$ cat src/amr_pkg.sv
// Constants and types shared by the mode register bank and its serial port.
// Assumes a single 50 MHz core clock; all serial pins are asynchronous to it.
package amr_pkg;

	// ----------------------------------------------------------------
	// Serial frame layout
	// ----------------------------------------------------------------
	localparam int ADDR_W = 7;
	localparam int DATA_W = 8;
	localparam int CNT_W = 5;
	localparam logic [CNT_W-1:0] HDR_LAST = 5'h07;
	localparam logic [CNT_W-1:0] FRAME_LAST = 5'h0f;
	localparam logic [CNT_W-1:0] FRAME_BITS = 5'h10;
	localparam logic [3:0] RD_BITS = 4'h8;

	// ----------------------------------------------------------------
	// Register map
	// ----------------------------------------------------------------
	localparam logic [ADDR_W-1:0] ADDR_SOFT_RESET = 7'h00;
	localparam logic [ADDR_W-1:0] ADDR_FMT_PWR = 7'h01;
	localparam logic [DATA_W-1:0] FMT_PWR_RESET = 8'h00;
	localparam logic [DATA_W-1:0] READ_ZERO = 8'h00;
	localparam int SOFT_RESET_BIT = 7;
	localparam int STAB_DIS_BIT = 7;
	localparam int SCRAMBLE_BIT = 6;
	localparam int SIGNED_BIT = 5;
	localparam int SLEEP_BIT = 4;
	localparam int NAP_LSB = 0;

	// ----------------------------------------------------------------
	// Channels and sample words
	// ----------------------------------------------------------------
	localparam int NUM_CH = 4;
	localparam int SAMPLE_W = 14;
	typedef logic [SAMPLE_W-1:0] amr_sample_t;
	typedef amr_sample_t [NUM_CH-1:0] amr_chan_words_t;

	typedef enum logic [1:0] {
		ST_RUN = 2'b01,
		ST_RESET = 2'b10
	} amr_state_t;

endpackage

$ cat src/amr_frame_if.sv
// Decoded serial frame events passed from the serial port to the registers.
// Assumes both ends run on the same core clock; every strobe is one cycle.
`timescale 1ns/1ps
interface amr_frame_if;
	logic hdr_stb;
	logic wr_stb;
	logic end_stb;
	logic fall_stb;
	logic rw;
	logic [6:0] addr;
	logic [7:0] data;

	modport port (
		output hdr_stb,
		output wr_stb,
		output end_stb,
		output fall_stb,
		output rw,
		output addr,
		output data
	);

	modport regs (
		input hdr_stb,
		input wr_stb,
		input end_stb,
		input fall_stb,
		input rw,
		input addr,
		input data
	);
endinterface

$ cat src/amr_spi_port.sv
// Serial port front end: synchronises the pins, counts clock edges, decodes frames.
// Assumes the serial clock is at least four core cycles per half period.
`timescale 1ns/1ps
module amr_spi_port (
	input wire logic core_clk_in,
	input wire logic resetn_in,
	input wire logic spi_cs_n_in,
	input wire logic spi_sck_in,
	input wire logic spi_sdi_in,
	amr_frame_if.port frm
);
	import amr_pkg::*;

	typedef struct packed {
		logic cs_n_m;
		logic cs_n_s;
		logic cs_n_p;
		logic sck_m;
		logic sck_s;
		logic sck_p;
		logic sdi_m;
		logic sdi_s;
		logic [CNT_W-1:0] cnt;
		logic [15:0] sh;
		logic hdr_stb;
		logic wr_stb;
		logic end_stb;
		logic fall_stb;
		logic rw;
		logic [ADDR_W-1:0] addr;
		logic [DATA_W-1:0] data;
	} amr_port_state_t;

	localparam amr_port_state_t PORT_RESET = '{
		cs_n_m: 1'b1, cs_n_s: 1'b1, cs_n_p: 1'b1,
		sck_m: 1'b0, sck_s: 1'b0, sck_p: 1'b0,
		sdi_m: 1'b0, sdi_s: 1'b0,
		cnt: '0, sh: '0,
		hdr_stb: 1'b0, wr_stb: 1'b0, end_stb: 1'b0, fall_stb: 1'b0,
		rw: 1'b0, addr: '0, data: '0
	};

	amr_port_state_t q_r;
	amr_port_state_t q_nxt;

	always_comb begin
		logic [15:0] sh_v;
		sh_v = {q_r.sh[14:0], q_r.sdi_s};
		q_nxt = q_r;
		// Two-flop synchronisers; the second stage and, for chip select and clock, a third edge-detect flop feed logic
		q_nxt.cs_n_m = spi_cs_n_in;
		q_nxt.cs_n_s = q_r.cs_n_m;
		q_nxt.cs_n_p = q_r.cs_n_s;
		q_nxt.sck_m = spi_sck_in;
		q_nxt.sck_s = q_r.sck_m;
		q_nxt.sck_p = q_r.sck_s;
		q_nxt.sdi_m = spi_sdi_in;
		q_nxt.sdi_s = q_r.sdi_m;
		q_nxt.hdr_stb = 1'b0;
		q_nxt.wr_stb = 1'b0;
		q_nxt.end_stb = 1'b0;
		q_nxt.fall_stb = 1'b0;
		if (q_r.cs_n_s) begin
			q_nxt.cnt = '0;
			q_nxt.end_stb = ~q_r.cs_n_p;
		end else begin
			// Edges past the sixteenth are dropped here
			if (q_r.sck_s && !q_r.sck_p && (q_r.cnt < FRAME_BITS)) begin
				q_nxt.sh = sh_v;
				q_nxt.cnt = q_r.cnt + 5'h01;
				if (q_r.cnt == HDR_LAST) begin
					q_nxt.rw = sh_v[7];
					q_nxt.addr = sh_v[6:0];
					q_nxt.hdr_stb = 1'b1;
				end
				if (q_r.cnt == FRAME_LAST) begin
					q_nxt.data = sh_v[7:0];
					q_nxt.wr_stb = ~q_r.rw;
				end
			end
			q_nxt.fall_stb = ~q_r.sck_s & q_r.sck_p;
		end
	end

	always_ff @(posedge core_clk_in or negedge resetn_in) begin
		if (!resetn_in) begin
			q_r <= PORT_RESET;
		end else begin
			q_r <= q_nxt;
		end
	end

	assign frm.hdr_stb = q_r.hdr_stb;
	assign frm.wr_stb = q_r.wr_stb;
	assign frm.end_stb = q_r.end_stb;
	assign frm.fall_stb = q_r.fall_stb;
	assign frm.rw = q_r.rw;
	assign frm.addr = q_r.addr;
	assign frm.data = q_r.data;

endmodule // amr_spi_port

$ cat src/amr_mode_regs.sv
// Mode register bank: software reset and format/power-down control of a quad converter.
// Assumes the serial host drives the pins directly and sample words arrive on the core clock.
`timescale 1ns/1ps

module amr_mode_regs (
	input wire logic core_clk_in,
	input wire logic resetn_in,
	input wire logic spi_cs_n_in,
	input wire logic spi_sck_in,
	input wire logic spi_sdi_in,
	output logic spi_sdo_out,
	output logic spi_sdo_oe_n_out,
	input wire amr_pkg::amr_chan_words_t conv_sample_in,
	output amr_pkg::amr_chan_words_t fmt_sample_out,
	output logic stabilizer_disable_out,
	output logic output_scramble_enable_out,
	output logic signed_format_select_out,
	output logic sleep_out,
	output logic [amr_pkg::NUM_CH-1:0] nap_out,
	output logic soft_reset_busy_out
);
	import amr_pkg::*;

	// ----------------------------------------------------------------
	// Serial port
	// ----------------------------------------------------------------
	amr_frame_if frm ();

	amr_spi_port u_port (
		.core_clk_in(core_clk_in),
		.resetn_in(resetn_in),
		.spi_cs_n_in(spi_cs_n_in),
		.spi_sck_in(spi_sck_in),
		.spi_sdi_in(spi_sdi_in),
		.frm(frm)
	);

	// ----------------------------------------------------------------
	// State
	// ----------------------------------------------------------------
	typedef struct packed {
		amr_state_t state;
		logic [DATA_W-1:0] fmt;
		logic [DATA_W-1:0] rd_sh;
		logic [3:0] rd_left;
		logic sdo_oe_n;
		logic sleep;
		logic [NUM_CH-1:0] nap;
		amr_chan_words_t samples;
	} amr_regs_state_t;

	localparam amr_regs_state_t REGS_RESET = '{
		state: ST_RUN,
		fmt: FMT_PWR_RESET,
		rd_sh: '0,
		rd_left: '0,
		sdo_oe_n: 1'b1,
		sleep: 1'b0,
		nap: '0,
		samples: '0
	};

	amr_regs_state_t q_r;
	amr_regs_state_t q_nxt;

	// ----------------------------------------------------------------
	// Output formatting per channel
	// ----------------------------------------------------------------
	amr_chan_words_t fmt_word;

	genvar ch;
	generate
		for (ch = 0; ch < NUM_CH; ch++) begin : g_fmt
			amr_sample_t signed_w;
			// Offset binary to two's complement is an MSB flip
			assign signed_w = {conv_sample_in[ch][SAMPLE_W-1] ^ q_r.fmt[SIGNED_BIT],
				conv_sample_in[ch][SAMPLE_W-2:0]};
			// LSB passes through unchanged so the far end can undo the xor
			assign fmt_word[ch] = {signed_w[SAMPLE_W-1:1] ^
				{(SAMPLE_W-1){signed_w[0] & q_r.fmt[SCRAMBLE_BIT]}},
				signed_w[0]};
		end
	endgenerate

	// ----------------------------------------------------------------
	// Register and readback logic
	// ----------------------------------------------------------------
	always_comb begin
		logic [DATA_W-1:0] rd_val;
		rd_val = READ_ZERO;
		if (frm.addr == ADDR_FMT_PWR) begin
			rd_val = q_r.fmt;
		end
		q_nxt = q_r;
		case (q_r.state)
			ST_RUN: begin
				if (frm.wr_stb && (frm.addr == ADDR_SOFT_RESET)) begin
					// Only the top bit acts
					if (frm.data[SOFT_RESET_BIT]) begin
						q_nxt.fmt = FMT_PWR_RESET;
						q_nxt.state = ST_RESET;
					end
				end else if (frm.wr_stb && (frm.addr == ADDR_FMT_PWR)) begin
					q_nxt.fmt = frm.data;
				end
			end
			ST_RESET: begin
				// Held until chip select rises, then clears itself
				if (frm.end_stb) begin
					q_nxt.state = ST_RUN;
				end
			end
			default: begin
				q_nxt.state = ST_RUN;
			end
		endcase
		// Readback: first bit leaves on the fall after the eighth rise
		if (frm.hdr_stb && frm.rw) begin
			q_nxt.rd_sh = rd_val;
			q_nxt.rd_left = RD_BITS;
		end else if (frm.fall_stb && (q_r.rd_left != 4'h0)) begin
			q_nxt.sdo_oe_n = q_r.rd_sh[DATA_W-1];
			q_nxt.rd_sh = {q_r.rd_sh[DATA_W-2:0], 1'b0};
			q_nxt.rd_left = q_r.rd_left - 4'h1;
		end else if (frm.fall_stb) begin
			q_nxt.sdo_oe_n = 1'b1;
		end
		if (frm.end_stb) begin
			q_nxt.rd_left = '0;
			q_nxt.sdo_oe_n = 1'b1;
		end
		// Power state follows the register or the reset in progress
		q_nxt.sleep = q_nxt.fmt[SLEEP_BIT] | (q_nxt.state == ST_RESET);
		q_nxt.nap = q_nxt.sleep ? '0 : q_nxt.fmt[NAP_LSB +: NUM_CH];
		q_nxt.samples = fmt_word;
	end

	always_ff @(posedge core_clk_in or negedge resetn_in) begin
		if (!resetn_in) begin
			q_r <= REGS_RESET;
		end else begin
			q_r <= q_nxt;
		end
	end

	// ----------------------------------------------------------------
	// Outputs
	// ----------------------------------------------------------------
	// Open drain: the pin only ever pulls low
	assign spi_sdo_out = 1'b0;
	assign spi_sdo_oe_n_out = q_r.sdo_oe_n;
	assign fmt_sample_out = q_r.samples;
	assign stabilizer_disable_out = q_r.fmt[STAB_DIS_BIT];
	assign output_scramble_enable_out = q_r.fmt[SCRAMBLE_BIT];
	assign signed_format_select_out = q_r.fmt[SIGNED_BIT];
	assign sleep_out = q_r.sleep;
	assign nap_out = q_r.nap;
	assign soft_reset_busy_out = (q_r.state == ST_RESET);

endmodule // amr_mode_regs

$ cat config.mk
export PLATFORM = sky130hd
export DESIGN_NAME = amr_mode_regs
export DESIGN_NICKNAME = d
export VERILOG_FILES = /design/src/amr_pkg.sv /design/src/amr_frame_if.sv /design/src/amr_spi_port.sv /design/src/amr_mode_regs.sv
export SDC_FILE = /design/constraint.sdc
export NUM_CORES = 1
export LEC_CHECK = 0
export BUFFER_PORTS_ARGS = -buffer_cell sky130_fd_sc_hd__buf_4
export CAP_MARGIN = 40
export CORE_MARGIN = 2
export CORE_UTILIZATION = 25
export CTS_BUF_LIST = sky130_fd_sc_hd__clkbuf_4 sky130_fd_sc_hd__clkbuf_8
export DETAILED_ROUTE_END_ITERATION = 10
export PLACE_DENSITY = 0.44
export SLEW_MARGIN = 10
export SYNTH_ARGS = -nofsm -noshare
export SYNTH_HDL_FRONTEND = slang
export SYNTH_SLANG_ARGS = --single-unit
$ cat constraint.sdc
create_clock -name core_clk_in -period 3.28 [get_ports core_clk_in]
set_clock_uncertainty 0.05 [all_clocks]
set_input_delay 0.492 -clock core_clk_in [delete_from_list [all_inputs] [get_ports core_clk_in]]
set_output_delay 0.492 -clock core_clk_in [all_outputs]
set_load 0.01 [all_outputs]
Yosys cells after proc, flatten, opt, wreduce, memory -nomap -nowiden
Cells that the tools add are included.
{"block": "classes", "n_reduce_logical": 19, "n_eq_ne": 8, "n_bitwise": 18, "add_sub_neg": 2, "n_mux": 25, "magnitude_cmp": 1}
{"op": "bitwise XOR 13 bit", "n": 4}
{"op": "2-to-1 mux 8 bit", "n": 5}
{"op": "2-to-1 mux 12 bit", "n": 2}
{"op": "2-to-1 mux 23 bit", "n": 1}
{"op": "2-to-1 mux 17 bit", "n": 1}
{"op": "2-to-1 mux 16 bit", "n": 1}
{"op": "2-to-1 mux 5 bit", "n": 3}
{"op": "2-to-1 mux 10 bit", "n": 1}
{"op": "AND reduction 3 bit", "n": 3}
{"op": "== test 7 x 1 -> 1 bit (second input constant)", "n": 1}
{"op": "logical NOT 7 bit", "n": 1}
{"op": "logical AND 1 bit", "n": 6}
{"op": "2-to-1 mux 1 bit", "n": 6}
{"op": "2-to-1 mux 2 bit", "n": 3}
{"op": "nonzero test 2 bit", "n": 3}
{"op": "nonzero test 3 bit", "n": 2}
{"op": "adder 5 x 1 -> 5 bit (second input constant)", "n": 1}
{"op": "bitwise AND 1 bit", "n": 5}
{"op": "== test 5 x 3 -> 1 bit (second input constant)", "n": 1}
{"op": "== test 5 x 4 -> 1 bit (second input constant)", "n": 1}
{"op": "< comparator 5 bit (second input constant)", "n": 1}
{"op": "== test 2 bit (second input constant)", "n": 2}
{"op": "2-to-1 mux 4 bit", "n": 1}
{"op": "inequality test 2 x 1 -> 1 bit (second input constant)", "n": 2}
{"op": "9 further kinds", "n": 16}
{"block": "word_totals", "output_inout_bits": 67, "register_bits": 133, "wordCells": 102, "input_bits": 61}

Depth between registers and ports, before layout
{"block": "depth", "depth_word": 7, "depth_mapped": 7, "depth_no_buf": 6}

By module
From an unflattened synthesis, not the netlist that was laid out.
{"block": "unflattened", "cells_unflattened": 409, "hier_area_um2": 5380.2}
{"module": "amr_mode_regs", "instances": 1, "seq_area_each_um2": 2104.5, "cells_each": 305, "area_per_inst_um2": 3792.4}
{"module": "amr_spi_port", "instances": 1, "seq_area_each_um2": 1004.7, "cells_each": 104, "area_per_inst_um2": 1587.8}

Worst setup path after synthesis
Ideal clock, no wire load.
{"block": "synth_timing", "path_type": "register -> register", "start": "register u_port.q_r (netlist bit u_port.frm.addr[3])", "end": "register q_r (netlist bit sleep_out)", "stages_incl_launch_ff": 6, "slack_ps": 1063, "period_less_slack_ps": 2217, "required_time_ps": 3106, "n_path_buf": 1, "t_arrival_ps": 2043, "setup_ps": 124, "path_cell_list": "dfrtp_1 -> or4_4 -> or4_4 -> buf_6 -> a22o_4 -> or2_1"}
{"item": "from (decl)", "line": "amr_spi_port.sv:43", "rtl": "amr_port_state_t q_r;"}
{"item": "from (signal assigned)", "line": "amr_spi_port.sv:89", "rtl": "q_r <= q_nxt;"}
{"item": "to (signal assigned)", "line": "amr_mode_regs.sv:142", "rtl": "q_r <= q_nxt;"}
{"item": "to (decl)", "line": "amr_mode_regs.sv:63", "rtl": "amr_regs_state_t q_r;"}

Worst setup path after layout
{"block": "layout_timing", "start": "register u_port.q_r[40] (netlist name)", "end": "register u_port.q_r (netlist bit u_port.frm.addr[6])"}
{"block": "layout_via", "elab_chain_len": 3, "elab_cells_between_ends": 4, "cone_classes": "order compare: 1; eq/ne: 1; reduce/logical: 2"}
{"item": "< comparator 5 bit", "line": "amr_spi_port.sv:68", "rtl": "if (q_r.sck_s && !q_r.sck_p && (q_r.cnt < FRAME_BITS)) begin"}
{"item": "logical AND 1 bit", "line": "amr_spi_port.sv:68"}
{"item": "AND reduction 3 bit (no source line) (*)"}
Every way passes the cells marked *; elsewhere a longest branch is shown, timed or not.
A chain may end at the register's enable or synchronous reset.

==> results.ini <==
[logic_synthesis]
synthTopCellsByArea = dfrtp_1 58%, xnor2_1 9.2%, buf_4 8.9%
yosys.area.top_type = dfrtp_1
syn_nets = 457
postSynthAreaPerCell_sq_um = 13.2
yosysSeqAreaShare_pct = 60.5
ys_types = 41
syn_area_sq_um = 5140
netlist_instances = 390
yosys_warnings = 0
yosys_register_bits = 124
synth_top_area_share_pct = 57.9

[floorplan]
rows = 52
start_util_pct = 25.4
dieWidth_um = 147
die_h_um = 147
fp.coreArea_sq_um = 20200
io_pins = 128
dieArea_sq_um = 21700

[timing]
holdWs_ns = 0.0881
fin_crit_ns = 2.31
fin_crit_sh_pct = 70.6
max-slew-margin-rel_pct = 42.3
setup_slack_ns = 0.966
slew_viol_final = 0
timing.fmax_mhz = 432
rsz0062_at_grt = no
setup-tns-final_ns = 0
hold_violations = 0
worst_pin_slew_ns = 0.857
setup_violations = 0

[final_layout]
n_antenna_cell = 0
multi_input_area_sq_um = 1500
num-fill-cells = 1997
mostFrequentLayoutCell = buf_4
finalCoreUtilization_pct = 31.5
area.sequential_sq_um = 3110
fin_cells = 748
drive_gt1_share_pct = 42.3
area_delta_synth_final_pct = 24.1
final_cell_mix = 128 x buf_4, 119 x dfrtp_1, 54 x xnor2_1
final_nets = 532

[critical_path]
arrival_ns = 2.58
crit_fanout = 9
path_buf_inv = 1
r2r-start = u_port.q_r[40]$_DFFE_PN0P_
start_kind = flip-flop
crit_path_end = u_port.frm.addr[6]$_DFFE_PN0P_
path_cells = nor3b_1 -> nor2b_1 -> buf_4 -> and4b_1 -> mux2_2
critPathSlowestCell = nor3b_1
critPathMaxStageDelay_ns = 0.55
crit_start = u_port.q_r[40]$_DFFE_PN0P_
cp_num_cells = 5
cp_data_required_time_ns = 3.55
r2r_cells = 5
worstReg2RegEnd = u_port.frm.addr[6]$_DFFE_PN0P_
critical_path_class = reg2reg
end_kind = flip-flop
cp_top_family = simple AND/OR/NAND/NOR gates
ff2ff_setup_slack_ns = 0.97

[clocking]
cts_htree_levels = 4
clockBufferDepth = 2
clk_latency_ns = 0.44
cts_setup_buffers = 0
cts_sinks = 124
numCtsBuffers = 17
ctsResizeCount = 0
path_clk_slew_ns = 0.07
cts_hold_buf = 0
cts_tree = yes
cts_root_buffer = clkbuf_8

[placement]
hpwl_um = 7390
numPortBuffers = 126
dp_slack_ns = 0.965
finalWeightedCongestion = 0.738
dpl.cell_count = 716

[pwr]
p_leak_nw = 3.01
vdd_drop_max_mv = 0.227
powerDensity_nw_per_um2 = 531

[drt]
via_count = 2978
vias_per_cell = 3.98
wl_per_cell_um = 14.0
wl_um = 10500
drcViolationCount = 0
antenna_left = 0
first_pass_iters = 4
drt-initial-drc-count = 115

[job]
drv_cap = 0

[grt]
grt_pass1_vias = 3234
antenna_found_initial = 0
track_usage_pct = 10.2
grt_pass1_wl_um = 17000
grt_max_degree = 125
grt_overflow = 0

[hold_path]
hold_path_class = in2async

[outcome]
status = complete, no violations

final cells by class:
| cell class | instances | area share, % |
|---|---|---|
| inverters | 6 | 0.353 |
| well taps | 270 | 5.29 |
| flip-flops and latches | 124 | 48.7 |
| repair buffers | 129 | 15.4 |
| clock inverters | 8 | 2.24 |
| multi-input cells | 187 | 23.4 |
| clock buffers | 24 | 4.59 |
cell usage after synthesis (all sizes together):
library cell and n:
mux2i 3, xor2 7, a21oi 5, nor2b 5, nor4 4, nand3 3, a311o 1, a2bb2oi 6
dfrtp 119, or2 2, and2 1, o21bai 1, buf 68, a211oi 1, and3 1, xnor2 54
inv 6, or4 2, o21ai 9, or3b 2, nand4 2, nor3b 9, nor3 3, clkbuf 5
or4b 1, a22o 8, a32o 1, and4b 1, nand2 17, conb 1, mux2 23, nor2 7
o21a 1, ha 6, dfstp 5
per-layer routing:
layer / vias to the layer above / GRT usage [%] / routed length (um)
met5: - / 0 / 0
met4: 0 / 4.28 / 121
met3: 14 / 4.29 / 763
met2: 106 / 15.7 / 4890
met1: 1477 / 12.8 / 4720
li1: 1381 / - / -
worst min path at each step:
stage | cells after the start | from | end
floorplan | 0 | resetn_in | fmt_sample_out[0]$_DFF_PN0_
global placement | 0 | u_port.q_nxt[41]$_DFF_PN0_ | u_port.q_r[41]$_DFF_PN0_
detailed placement | 0 | u_port.q_nxt[41]$_DFF_PN0_ | u_port.q_r[41]$_DFF_PN0_
CTS | 1 | spi_cs_n_in | u_port.q_nxt[47]$_DFF_PN1_
global route | 1 | spi_sck_in | u_port.q_nxt[44]$_DFF_PN0_
finish | 2 | resetn_in | u_port.q_nxt[44]$_DFF_PN0_
worst register-to-register path: cells and delay by family, from the launching register on:
kind / cells / cell delay [ns]
and+or+nand+nor: 3 / 1.22
DFF: 1 / 0.38
muxes: 1 / 0.38
buffers and inverters: 1 / 0.17
where the power goes:
part,internal (mW),total [mW],switching [mW]
Clock,0.896,1.48,0.585
Combinational,0.143,0.245,0.102
Sequential,1.61,1.67,0.0569
state kept, by name (all words and copies together), names as in the netlist:
register and count:
u_port.q_nxt 5, u_port.frm.wr_stb 1, u_port.frm.addr 7, spi_sdo_oe_n_out 1, u_port.frm.fall_stb 1, stabilizer_disable_out 1, fmt_sample_out 56, u_port.frm.rw 1
u_port.frm.hdr_stb 1, nap_out 4, sleep_out 1, u_port.frm.data 8, u_port.frm.end_stb 1, u_port.q_r 15, q_r 19, signed_format_select_out 1
output_scramble_enable_out 1
logic make-up (layout without fill, tap and decap cells):
group / count (synthesis) / after routing / share of synthesized area, %
xor+xnor: 61 / 61 / 10.4
simple gates: 60 / 60 / 6.65
buf+inv: 79 / 167 / 10.4
compound gates: 33 / 33 / 4.89
flops: 124 / 124 / 60.5
other cells: 1 / 1 / 0.0730
mux: 26 / 26 / 5.62
fa+ha+maj: 6 / 6 / 1.46
metrics by stage:
stage	area [sq um]	total power [mW]
after floorplan	5140	1.81
after global placement	5950	1.95
after detailed placement	5950	1.95
after CTS	6380	3.45
after global routing	6380	3.55
final	6380	3.39
Note: power is estimated with default switching activity, not from simulation.
